`config.mk`:
```
export PLATFORM = sky130hd
export DESIGN_NAME = lrd_channel
export DESIGN_NICKNAME = d
export VERILOG_FILES = /design/src/rtl/lrd_pkg.sv /design/src/rtl/lrd_channel.sv
export SDC_FILE = /design/constraint.sdc
export NUM_CORES = 1
export LEC_CHECK = 0
export ABC_AREA = 1
export BUFFER_PORTS_ARGS = -buffer_cell sky130_fd_sc_hd__buf_2
export CAP_MARGIN = 20
export CORE_MARGIN = 1
export CORE_UTILIZATION = 30
export DETAILED_ROUTE_END_ITERATION = 10
export GPL_TIMING_DRIVEN = 0
export PLACE_DENSITY = 0.47
export SKIP_LAST_GASP = 1
export SLEW_MARGIN = 20
export SYNTH_ARGS = -nofsm -noshare
export SYNTH_HDL_FRONTEND = slang
export SYNTH_SLANG_ARGS = --single-unit
```
`constraint.sdc`:
```
create_clock -name MCLK -period 2.3 [get_ports MCLK]
set_clock_uncertainty 0.2 [all_clocks]
set_input_delay 0.115 -clock MCLK [delete_from_list [all_inputs] [get_ports MCLK]]
set_output_delay 0.115 -clock MCLK [all_outputs]
set_load 0.005 [all_outputs]
```
`src/rtl/lrd_pkg.sv`:
```
// Shared constants for the receive output and drive monitor channel
package lrd_pkg;
  // Register byte offsets
  localparam logic [3:0] CTRL_OFS      = 4'h0;
  localparam logic [3:0] STATUS_OFS    = 4'h4;
  localparam logic [3:0] INT_STAT_OFS  = 4'h8;
  localparam logic [3:0] INT_MASK_OFS  = 4'hc;
  // Control field positions
  localparam int CTRL_SINGLE_RAIL  = 0;
  localparam int CTRL_DECODE_EN    = 1;
  localparam int CTRL_E3_CODE      = 2;
  localparam int CTRL_INT_MONITOR  = 3;
  localparam int CTRL_MUTE_ON_LOS  = 4;
  localparam int CTRL_W            = 5;
  localparam logic [4:0] CTRL_RESET = 5'h02;
  // Status and interrupt field positions
  localparam int EV_LOS    = 0;
  localparam int EV_LOL    = 1;
  localparam int EV_FAULT  = 2;
  localparam int EV_VIOL   = 3;
  localparam int EV_W      = 4;
  localparam logic [3:0] MASK_RESET = 4'h0;
  // Synchroniser lanes
  localparam int S_RCLK  = 0;
  localparam int S_RPOS  = 1;
  localparam int S_RNEG  = 2;
  localparam int S_TCLK  = 3;
  localparam int S_MONP  = 4;
  localparam int S_MONN  = 5;
  localparam int S_TXP   = 6;
  localparam int S_TXN   = 7;
  localparam int S_REF   = 8;
  localparam int S_W     = 9;
  // Drive monitor quiet limit, in transmit bit periods
  localparam logic [7:0] MON_QUIET_BITS = 8'h80;
  // Zero run that declares signal loss, in recovered bit periods
  localparam logic [7:0] LOS_ZERO_BITS  = 8'haf;
  // Zero runs that count as excessive for each line code
  localparam logic [7:0] EXZ_B3ZS_BITS  = 8'h03;
  localparam logic [7:0] EXZ_HDB3_BITS  = 8'h04;
  // Lock check: window in reference edges, deviation in tenths of a percent
  localparam int LOL_WINDOW  = 1000;
  localparam int LOL_TENTHS  = 5;
  localparam logic [10:0] LOL_WIN_CNT = 11'(LOL_WINDOW);
  localparam logic [10:0] LOL_TOL_CNT = 11'(LOL_WINDOW * LOL_TENTHS / 1000);
endpackage

```
`src/rtl/lrd_channel.sv`:
```
// One channel of receive output logic, lock and signal checks, and drive monitor
//
// Decided for this implementation: the register addresses and the Wishbone interface to the registers.
`timescale 1ns/1ps
`default_nettype none
module lrd_channel
(
  input  wire logic        MCLK,                        // System clock, 25 MHz
  input  wire logic        RSTN,                        // Synchronous reset, active low
  input  wire logic        WB_CYC_I,                    // Wishbone cycle
  input  wire logic        WB_STB_I,                    // Wishbone strobe
  input  wire logic        WB_WE_I,                     // Wishbone write enable
  input  wire logic [3:0]  WB_ADR_I,                    // Wishbone byte address
  input  wire logic [3:0]  WB_SEL_I,                    // Wishbone byte selects
  input  wire logic [31:0] WB_DAT_I,                    // Wishbone write data
  output logic [31:0]      WB_DAT_O,                    // Wishbone read data
  output logic             WB_ACK_O,                    // Wishbone acknowledge
  input  wire logic        LINE_IN_PLUS,                // Sliced positive line pulse
  input  wire logic        LINE_IN_MINUS,               // Sliced negative line pulse
  input  wire logic        RCLK_IN,                     // Clock from data recovery
  input  wire logic        REF_CLK_IN,                  // Channel rate reference clock
  input  wire logic        TX_CLK_IN,                   // Transmit bit clock
  input  wire logic        LINE_OUT_PLUS,               // Internal drive, positive
  input  wire logic        LINE_OUT_MINUS,              // Internal drive, negative
  input  wire logic        MONITOR_PLUS_IN,             // External monitor, positive
  input  wire logic        MONITOR_MINUS_IN,            // External monitor, negative
  output logic             RX_PLUS_RAIL,                // Plus rail or serial data
  output logic             RX_MINUS_RAIL_OR_VIOLATION,  // Minus rail or violation strobe
  output logic             RECOVERED_CLOCK_OUT,         // Recovered clock to framer
  output logic             DRIVE_FAULT_FLAG,            // No transmit activity
  output logic             SIGNAL_LOST_FLAG,            // Loss of signal
  output logic             CLOCK_UNLOCKED_FLAG,         // Loss of lock
  output logic             IRQ                          // Level interrupt, active high
);

  // Two-stage synchronisers for every pin from outside MCLK
  logic [lrd_pkg::S_W-1:0] meta_r;
  logic [lrd_pkg::S_W-1:0] sync_r;
  logic [lrd_pkg::S_W-1:0] prev_r;
  always_ff @(posedge MCLK)
  begin
    meta_r <= {REF_CLK_IN, LINE_OUT_MINUS, LINE_OUT_PLUS, MONITOR_MINUS_IN, MONITOR_PLUS_IN,
               TX_CLK_IN, LINE_IN_MINUS, LINE_IN_PLUS, RCLK_IN};
    sync_r <= meta_r;
    prev_r <= sync_r;
  end

  // Edge strobes on the synchronised clocks
  logic rclk_rise;
  logic tclk_rise;
  logic ref_rise;
  assign rclk_rise = sync_r[lrd_pkg::S_RCLK] & ~prev_r[lrd_pkg::S_RCLK];
  assign tclk_rise = sync_r[lrd_pkg::S_TCLK] & ~prev_r[lrd_pkg::S_TCLK];
  assign ref_rise  = sync_r[lrd_pkg::S_REF]  & ~prev_r[lrd_pkg::S_REF];

  // Software registers
  logic [lrd_pkg::CTRL_W-1:0] ctrl_r;
  logic [lrd_pkg::EV_W-1:0]   int_stat_r;
  logic [lrd_pkg::EV_W-1:0]   int_mask_r;
  logic single_rail;
  logic dec_en;
  logic e3_code;
  logic int_mon;
  logic mute_en;
  assign single_rail = ctrl_r[lrd_pkg::CTRL_SINGLE_RAIL];
  assign dec_en      = ctrl_r[lrd_pkg::CTRL_DECODE_EN];
  assign e3_code     = ctrl_r[lrd_pkg::CTRL_E3_CODE];
  assign int_mon     = ctrl_r[lrd_pkg::CTRL_INT_MONITOR];
  assign mute_en     = ctrl_r[lrd_pkg::CTRL_MUTE_ON_LOS];

  // Drive monitor source select; external pins unused when internal
  logic mon_pulse;
  assign mon_pulse = int_mon ? (sync_r[lrd_pkg::S_TXP] | sync_r[lrd_pkg::S_TXN])
                             : (sync_r[lrd_pkg::S_MONP] | sync_r[lrd_pkg::S_MONN]);

  // Quiet counter on transmit bit edges, saturating at the limit
  logic [7:0] mon_cnt_r;
  always_ff @(posedge MCLK)
  begin
    if (!RSTN)
      mon_cnt_r <= 8'h00;
    else if (tclk_rise && mon_pulse)
      mon_cnt_r <= 8'h00;
    else if (tclk_rise && mon_cnt_r != lrd_pkg::MON_QUIET_BITS)
      mon_cnt_r <= mon_cnt_r + 8'h01;
  end

  // Fault flag: high only after a full quiet window
  always_ff @(posedge MCLK)
  begin
    if (!RSTN)
      DRIVE_FAULT_FLAG <= 1'b0;
    else
      DRIVE_FAULT_FLAG <= (mon_cnt_r == lrd_pkg::MON_QUIET_BITS);
  end

  // Receive line bits, taken when the recovered clock rises
  logic in_p;
  logic in_n;
  logic in_pulse;
  assign in_p     = sync_r[lrd_pkg::S_RPOS];
  assign in_n     = sync_r[lrd_pkg::S_RNEG];
  assign in_pulse = in_p | in_n;

  // Zero run length, shared by loss of signal and excessive zeros
  logic [7:0] zrun_r;
  always_ff @(posedge MCLK)
  begin
    if (!RSTN)
      zrun_r <= 8'h00;
    else if (rclk_rise && in_pulse)
      zrun_r <= 8'h00;
    else if (rclk_rise && zrun_r != 8'hff)
      zrun_r <= zrun_r + 8'h01;
  end

  // Loss of signal follows the zero run; a pulse clears it at once
  always_ff @(posedge MCLK)
  begin
    if (!RSTN)
      SIGNAL_LOST_FLAG <= 1'b0;
    else if (rclk_rise)
      SIGNAL_LOST_FLAG <= !in_pulse && (zrun_r >= lrd_pkg::LOS_ZERO_BITS - 8'h01);
  end

  // Bipolar violation tracking against the last pulse polarity
  logic last_pol_r;
  logic seen_r;
  logic is_viol;
  assign is_viol = in_pulse && seen_r && (in_p == last_pol_r);
  always_ff @(posedge MCLK)
  begin
    if (!RSTN)
    begin
      last_pol_r <= 1'b0;
      seen_r     <= 1'b0;
    end
    else if (rclk_rise && in_pulse)
    begin
      last_pol_r <= in_p;
      seen_r     <= 1'b1;
    end
  end

  // Substitution recognition; anything else is a code violation
  logic [3:0] dly_r;
  logic       is_sub;
  logic       code_violation;
  logic       excess_zeros_event;
  logic [3:0] dly_nxt;
  assign is_sub = dec_en && is_viol && (e3_code ? (dly_r[1:0] == 2'b00) : !dly_r[0]);
  assign code_violation = is_viol && !is_sub;
  assign excess_zeros_event = !in_pulse &&
    (zrun_r + 8'h01 == (e3_code ? lrd_pkg::EXZ_HDB3_BITS : lrd_pkg::EXZ_B3ZS_BITS));
  always_comb
  begin
    dly_nxt = {dly_r[2:0], in_pulse};
    if (is_sub && e3_code)
      dly_nxt = 4'h0;
    else if (is_sub)
      dly_nxt[2:0] = 3'h0;
  end

  // Decoder delay line; the oldest stage is the decoded bit
  always_ff @(posedge MCLK)
  begin
    if (!RSTN)
      dly_r <= 4'h0;
    else if (rclk_rise)
      dly_r <= dly_nxt;
  end

  // Rail outputs and recovered clock share one update edge
  logic mute;
  logic plus_nxt;
  logic minus_nxt;
  assign mute = mute_en && SIGNAL_LOST_FLAG;
  always_comb
  begin
    if (mute)
    begin
      plus_nxt  = 1'b0;
      minus_nxt = 1'b0;
    end
    else if (single_rail)
    begin
      plus_nxt  = dec_en ? dly_r[3] : in_pulse;
      minus_nxt = code_violation || excess_zeros_event;
    end
    else
    begin
      plus_nxt  = in_p;
      minus_nxt = in_n;
    end
  end

  // Rails move only with the rising recovered clock
  always_ff @(posedge MCLK)
  begin
    if (!RSTN)
    begin
      RX_PLUS_RAIL               <= 1'b0;
      RX_MINUS_RAIL_OR_VIOLATION <= 1'b0;
    end
    else if (rclk_rise)
    begin
      RX_PLUS_RAIL               <= plus_nxt;
      RX_MINUS_RAIL_OR_VIOLATION <= minus_nxt;
    end
  end

  // Recovered clock out, delayed like the data so edges stay aligned
  always_ff @(posedge MCLK)
  begin
    if (!RSTN)
      RECOVERED_CLOCK_OUT <= 1'b0;
    else
      RECOVERED_CLOCK_OUT <= sync_r[lrd_pkg::S_RCLK];
  end

  // Lock check: count recovered edges across a window of reference edges
  logic [10:0] ref_cnt_r;
  logic [10:0] rec_cnt_r;
  logic        win_end;
  logic [10:0] rec_now;
  assign win_end = ref_rise && (ref_cnt_r == lrd_pkg::LOL_WIN_CNT - 11'h001);
  assign rec_now = rec_cnt_r + {10'h000, rclk_rise};
  always_ff @(posedge MCLK)
  begin
    if (!RSTN || win_end)
    begin
      ref_cnt_r <= 11'h000;
      rec_cnt_r <= 11'h000;
    end
    else
    begin
      ref_cnt_r <= ref_cnt_r + {10'h000, ref_rise};
      if (rec_cnt_r != 11'h7ff)
        rec_cnt_r <= rec_now;
    end
  end

  // Deviation of 0.5% or more over the window declares loss of lock
  always_ff @(posedge MCLK)
  begin
    if (!RSTN)
      CLOCK_UNLOCKED_FLAG <= 1'b0;
    else if (win_end)
      CLOCK_UNLOCKED_FLAG <=
        (rec_now >= lrd_pkg::LOL_WIN_CNT + lrd_pkg::LOL_TOL_CNT) ||
        (rec_now <= lrd_pkg::LOL_WIN_CNT - lrd_pkg::LOL_TOL_CNT);
  end

  // Event strobes from flag rises and violation strobes
  logic [lrd_pkg::EV_W-1:0] flag_d_r;
  logic [lrd_pkg::EV_W-1:0] events;
  always_ff @(posedge MCLK)
  begin
    if (!RSTN)
      flag_d_r <= '0;
    else
      flag_d_r <= {1'b0, DRIVE_FAULT_FLAG, CLOCK_UNLOCKED_FLAG, SIGNAL_LOST_FLAG};
  end
  assign events = {rclk_rise && single_rail && (code_violation || excess_zeros_event),
                   DRIVE_FAULT_FLAG & ~flag_d_r[lrd_pkg::EV_FAULT],
                   CLOCK_UNLOCKED_FLAG & ~flag_d_r[lrd_pkg::EV_LOL],
                   SIGNAL_LOST_FLAG & ~flag_d_r[lrd_pkg::EV_LOS]};

  // Wishbone slave: one wait state, writes land at the ack edge, unmapped reads return zero
  logic wb_req;
  logic wb_wr;
  logic wb_rd_stat;
  assign wb_req     = WB_CYC_I && WB_STB_I && !WB_ACK_O;
  assign wb_wr      = WB_ACK_O && WB_CYC_I && WB_STB_I && WB_WE_I && WB_SEL_I[0];
  assign wb_rd_stat = WB_ACK_O && !WB_WE_I && (WB_ADR_I == lrd_pkg::INT_STAT_OFS);
  always_ff @(posedge MCLK)
  begin
    if (!RSTN)
      WB_ACK_O <= 1'b0;
    else
      WB_ACK_O <= wb_req;
  end

  // Read data registered at the request edge
  always_ff @(posedge MCLK)
  begin
    if (!RSTN)
      WB_DAT_O <= 32'h0000_0000;
    else if (wb_req && !WB_WE_I)
      unique case (WB_ADR_I)
        lrd_pkg::CTRL_OFS:     WB_DAT_O <= {27'h0, ctrl_r};
        lrd_pkg::STATUS_OFS:   WB_DAT_O <= {28'h0, 1'b0, DRIVE_FAULT_FLAG,
                                            CLOCK_UNLOCKED_FLAG, SIGNAL_LOST_FLAG};
        lrd_pkg::INT_STAT_OFS: WB_DAT_O <= {28'h0, int_stat_r};
        lrd_pkg::INT_MASK_OFS: WB_DAT_O <= {28'h0, int_mask_r};
        default:               WB_DAT_O <= 32'h0000_0000;
      endcase
  end

  // Control and mask writes, low byte lane only
  always_ff @(posedge MCLK)
  begin
    if (!RSTN)
    begin
      ctrl_r     <= lrd_pkg::CTRL_RESET;
      int_mask_r <= lrd_pkg::MASK_RESET;
    end
    else if (wb_wr && WB_ADR_I == lrd_pkg::CTRL_OFS)
      ctrl_r <= WB_DAT_I[lrd_pkg::CTRL_W-1:0];
    else if (wb_wr && WB_ADR_I == lrd_pkg::INT_MASK_OFS)
      int_mask_r <= WB_DAT_I[lrd_pkg::EV_W-1:0];
  end

  // Sticky status; a read clears only the bits it returned, so an event
  // landing between the data edge and the ack edge is not lost; a new event wins
  always_ff @(posedge MCLK)
  begin
    if (!RSTN)
      int_stat_r <= '0;
    else
      int_stat_r <= (wb_rd_stat ? (int_stat_r & ~WB_DAT_O[lrd_pkg::EV_W-1:0]) : int_stat_r)
                    | events;
  end

  always_ff @(posedge MCLK)
  begin
    if (!RSTN)
      IRQ <= 1'b0;
    else
      IRQ <= |(int_stat_r & int_mask_r);
  end
endmodule
`default_nettype wire

```
# Word level (Yosys, flattened, before mapping)
# Index checks and enable logic that the tools add are counted.
# Widths: inputs -> output; s select.
[classes] addsub=4 n_mul=0 div_mod_pow=0 magnitude_cmp=3 eq_ne=10 shifts=0 n_mux=13 bitwise=21 n_reduce_logical=42
[op_table] operator="$logic_and 1x1->1" n=27
[op_table] operator="$add 11x1->11" n=2
[op_table] operator="$pmux 5 s4" n=1
[op_table] operator="$add 8x1->8 const B" n=2
[op_table] operator="$ne 8x8->1 const B" n=2
[op_table] operator="$eq 11x10->1 const B" n=1
[op_table] operator="$ge 11x10->1 const B" n=1
[op_table] operator="$le 11x10->1 const B" n=1
[op_table] operator="$ne 11x11->1 const B" n=1
[op_table] operator="$mux 3" n=3
[op_table] operator="$and 4x4->4" n=2
[op_table] operator="$eq 4x4->1 const B" n=2
[op_table] operator="$eq 8x3->1" n=1
[op_table] operator="$eq 8x8->1 const B" n=1
[op_table] operator="$ge 8x8->1 const B" n=1
[op_table] operator="$mux 1" n=8
[op_table] operator="$not 1->1" n=8
[op_table] operator="$and 1x1->1" n=6
[op_table] operator="$logic_not 1->1" n=6
[op_table] operator="$eq 4x3->1 const B" n=1
[op_table] operator="$logic_not 4->1" n=1
[op_table] operator="$mux 4" n=1
[op_table] operator="$not 4->4" n=1
[op_table] operator="$or 4x4->4" n=1
[op_table] operator="7 further kinds" n=12
[totals] register_bits=127 latch_bits=0 ram_bits=0 mem_bits_ro=0 in_bits=54 output_inout_bits=40 wordCells=116 memories=0

# Depth between registers and ports, before layout
[depth] word_depth=10 ltp_mapped=13 mapped_depth_nobuf=13

# Worst setup path before layout
# No wires, ideal clock.
[synth_timing] path_type="register to register" startpoint="reg sync_r[0] (netlist bit)" endpoint="reg CLOCK_UNLOCKED_FLAG" setup_time_ps=117 arrival_time_ps=1643 required_ps=1983 path_slack_ps=340 stages_incl_launch_ff=13 path_buffers=0 period_less_slack_ps=1960 path_cell_list="dfxtp_1 -> inv_1 -> nor2_8 -> ha_1 -> ha_1 -> nand2_1 -> nor2_2 -> nand3_1 -> xor2_1 -> nor3_1 -> nand3_1 -> nor3_1 -> nor2_1"
[synth_between] elab_chain_len=4 elab_cells_between_ends=5 cone_classes="add/sub: 1; order compare: 2; bitwise: 1; reduce/logical: 1"
[synth_rtl] item="start: declaration" line_no="lrd_channel.sv:38" rtl="logic [lrd_pkg::S_W-1:0] sync_r;"
[synth_rtl] item="start signal: assignment" line_no="lrd_channel.sv:44" rtl="sync_r <= meta_r;"
[synth_rtl] item="$and 1x1->1 (*)" line_no="lrd_channel.sv:52" rtl="assign rclk_rise = sync_r[lrd_pkg::S_RCLK] & ~prev_r[lrd_pkg::S_RCLK];"
[synth_rtl] item="named net rclk_rise" line_no="lrd_channel.sv:49" rtl="logic rclk_rise;"
[synth_rtl] item="$add 11x1->11 (*)" line_no="lrd_channel.sv:227" rtl="assign rec_now = rec_cnt_r + {10'h000, rclk_rise};"
[synth_rtl] item="$ge 11x10->1 or $le 11x10->1 (tied branches)" line_no="lrd_channel.sv:250, lrd_channel.sv:251"
[synth_rtl] item="$logic_or 1x1->1 (*)" line_no="lrd_channel.sv:250" rtl="(rec_now >= lrd_pkg::LOL_WIN_CNT + lrd_pkg::LOL_TOL_CNT) ||"
[synth_rtl] item="end signal: assignment" line_no="lrd_channel.sv:249" rtl="CLOCK_UNLOCKED_FLAG <="
[synth_rtl] item="end: declaration" line_no="lrd_channel.sv:32" rtl="output logic CLOCK_UNLOCKED_FLAG,"
# Mark *: on every way through the listed nets, which the timed path passes. The rest lies on a longest branch.
# A chain may end at the register's enable or synchronous reset.

# Worst setup path in the final report
# Ends and elaborated chain as after synthesis.

==> summary.md <==
| Metric | Value |
|---|---|
| Synthesized flop and latch total | 94 |
| Top Ports | 94 |
| Min Tclk post-route | 2.146 ns |
| Complex-gate fraction of the synthesized area | 14.45% |
| Crit path top cell by count | nand3_1 |
| Leakage power | 2.228 nW |
| Fin cells | 802 |
| Die area | 14070 µm² |
| Ant. Diodes | 0 |
| CP delay by family, top | simple AND/OR/NAND/NOR gates |
| Cell variety after synth | 37 |
| First-pass GRT wire length | 14.95 mm |
| Total CTS buffers | 9 |
| Yosys warnings | 0 |
| Slowest cell on crit path | dfxtp_2 |
| H-Tree Level Count | 3 |
| Hold Path Stages | 4 |
| Fill cells | 1436 |
| Largest net degree at the start of global routing | 18 |
| Post-Place Cells | approximately 760 |
| Setup crit end kind | flip-flop |
| Multi-input gate area | 1814 µm² |
| CP cell instances | inv_1 -> nor2_8 -> ha_1 -> ha_2 -> nand2_2 -> nor2_4 -> nand3_1 -> xor2_1 -> nor3_1 -> nand3_1 -> nor3_2 -> nor2_1 |
| Routed length per instance | 10.67 µm |
| Post-Syn Area | roughly 4100 µm² |
| Worst reg2reg setup slack | 0.15 ns |
| Crit-path max FO | 3 |
| Worst reg2reg path startpoint | sync_r[0] |
| Fmax | 466.0 MHz |
| Hold Path Class | input port to flip-flop |
| Sequential share of the synthesized area | a little under half |
| Iteration-0 DRC count of the detailed router | 167 |
| CTS Root Cell | clkbuf_16 |
| Detailed placement HPWL | 6.356 mm |
| Antenna violations before repair | 0 |
| Max-cap viol count | 0 |
| Synth Area in XOR/XNOR | 1.933% |
| Largest family of logic cells by synthesized area | simple AND/OR/NAND/NOR gates |
| Post-synthesis mux area share | 0% |
| Routed WL | 8.556 mm |
| Slew @ Worst Pin | a little over 0.6 ns |
| Crit Path Class | flip-flop to flip-flop |
| Setup repair after global routing missed its margin | true |
| Crit path largest cell delay | roughly 0.33 ns |
| Final GP Congestion | 0.8341 |
| Register area | around 1900 µm² |
| Post-synth top area share | 46.13% |
| Area growth syn-to-layout | 25.71% |
| Hold Vio Cnt, Final | 0 |
| Critical Path RT | 2.34 ns |
| Via count | 3444 |
| Total GRT Usage | 13.20% |
| Largest area contributor in the netlist | dfxtp_1 |
| Port bufs | 36 |
| CTS tree | yes |
| Worst r2r dst | CLOCK_UNLOCKED_FLAG |
| CP arrival | about 2.2 ns |
| Via-per-instance ratio | ~4.3 |
| Hold EP | int_mask_r[2] |
| Cells on worst reg2reg path | 12 |
| Worst-case clock buffer depth | 2 |
| Worst IR Drop VDD | about 450 µV |
| Max_slew headroom | 59.78% |
| Status | finished clean |
| Vias in the first global route | 3252 |
| Effective utilization at floorplan | between 30 and 40% |
| Startpoint types | flip-flop |
| PnR Total Power | 0.003455 W |
| GR Overflow Total | 0 |
| Register clock-pin slew on the reported worst setup and hold paths | 0.07 ns |
| Worst path bufs/invs | 1 |
| Die Y | 118.6 µm |
| Mean Syn Cell Area | 7.755 µm² |
| Worst hold path startpoint | WB_ADR_I[0] |
| 1st-pass router iterations | 5 |
| Die W | 118.6 µm |
| DRC viols | 0 |
| Setup Viol. Count Final | 0 |
| Commonest non-fill, non-tap cells in the layout | 93 x dfxtp_1, 87 x nand2_1, 74 x inv_1, 54 x nor2_1, 46 x a21oi_1 |
| Clock sink count | 94 |
| Nets | 684 |
| Most common cell after layout, fill and taps aside | dfxtp_1 |
| Clk_lat worst skew | 0.34 ns |
| Final Max Tran Viols | 0 |
| Routed Antenna Nets | 0 |
| Cells after Synth | approximately 530 |
| Pwr dens | 673.8 nW/µm² |
| Synth Area in Simple Gates | 22.30% |
| Final worst-path cycle share | just over 90% |
| Start point of the critical path | sync_r[0] |
| Share of cells above drive strength 1 | ~17% |
| Adder-cell area share of the yosys netlist | 2.761% |
| Core Rows | 42 |
| Largest cells by area after synthesis | dfxtp_1 46%, nand2_1 8.2%, inv_1 6.8% |
| Area of the core | 13240 µm² |
==> worst max-delay path by stage <==
stage	end	slack [ns]	cells past startpoint
after floorplan	CLOCK_UNLOCKED_FLAG	0.34	12
after global placement	CLOCK_UNLOCKED_FLAG	0.03	12
after detailed placement	CLOCK_UNLOCKED_FLAG	0.02	12
after CTS	CLOCK_UNLOCKED_FLAG	0.01	12
after global routing	CLOCK_UNLOCKED_FLAG	-0.02	12
final	CLOCK_UNLOCKED_FLAG	0.15	12
==> state kept, by name (all words and copies together), names as in the netlist, 3 cells and up <==
register / flops
dly_r: 4
WB_DAT_O: 5
rec_cnt_r: 11
prev_r: 3
ctrl_r: 5
flag_d_r: 3
int_stat_r: 4
mon_cnt_r: 8
meta_r: 9
sync_r: 9
int_mask_r: 4
ref_cnt_r: 11
zrun_r: 8
==> cells in the mapped netlist <==
cell type	number
and2_1	1
buf_4	28
o311ai_0	1
o22ai_1	7
nor3_2	2
a22o_1	3
nand3_1	24
nor3_4	1
a21oi_1	46
xnor2_1	4
inv_1	74
o211ai_1	2
o221ai_1	1
nor2_8	1
a31oi_2	1
conb_1	1
o21a_1	4
nor2_4	1
o21ai_0	37
or3b_1	1
nor2_2	3
a221oi_1	1
clkbuf_1	3
nand3_2	1
nor3_1	7
ha_1	9
o21bai_2	1
a21oi_2	1
dfxtp_1	94
nand2_1	89
nor2_1	56
or2_2	2
nor3b_1	4
nand4_1	8
clkinv_1	1
xor2_1	5
nand2_2	1
==> where the power goes <==
| part | internal (W) | total (W) | switching, W |
|---|---|---|---|
| logic | 0.000109 | 0.000228 | 0.000119 |
| registers | 0.00167 | 0.00169 | 0.0000249 |
| clock network | 0.000888 | 0.00153 | 0.000646 |
| total | 0.00267 | 0.00345 | 0.000789 |
==> worst reg2reg max path, cell delays in order, from the launching register on <==
cell	delay [ns]
dfxtp_2	0.33
inv_1	0.08
nor2_8	0.13
ha_1	0.15
ha_2	0.18
nand2_2	0.08
nor2_4	0.14
nand3_1	0.09
xor2_1	0.16
nor3_1	0.21
nand3_1	0.12
nor3_2	0.12
nor2_1	0.05
==> timing repair <==
action / CTS / global route
buffers inserted: 0 / 2
resized for setup: 0 / 8
endpoints found under the hold margin: 25 / 0
setup endpoints to repair: 0 / 5
hold buffers: 20 / 0
==> per-stage QoR <==
step	hold slack, ns	area, µm²	setup WS, ns	TNS (ns)	util [%]
after CTS	0.08260	5089	0.009656	0	38.43
after global routing	0.1338	5127	-0.02069	-0.02069	38.72
after floorplan	-0.05728	4177	0.3400	0	-
after global placement	0.01917	4577	0.02946	0	34.56
final	0.09979	5127	0.1541	0	38.72
after detailed placement	0.01982	4577	0.02102	0	34.56
==> routing by layer <==
metal	track usage, %	wire [µm]	up-vias
met2	21.71	3929	65
met4	4.509	61	0
met3	3.475	360	5
li1	-	-	1844
met1	16.62	4204	1530
met5	0	0	-
==> logic make-up (layout without fill, tap and decap cells) <==
family	after synthesis	after routing
and+or+nand+nor	202	202
AOI/OAI and AO/OA	105	105
DFF	94	94
xor gates and xnor gates	9	9
buffers and inverters	106	180
adders and majority gates	9	9
other	1	27
==> final cells by class <==
cell class / count / area share [%]
flip-flops and latches: 94 / 36.73
multi-input cells: 352 / 35.38
repair buffers: 58 / 7.711
inverters: 75 / 5.490
clock buffers: 10 / 4.661
plain buffers: 31 / 4.319
well taps: 176 / 4.295
clock inverters: 6 / 1.415
(Power assumes the default switching activity.)
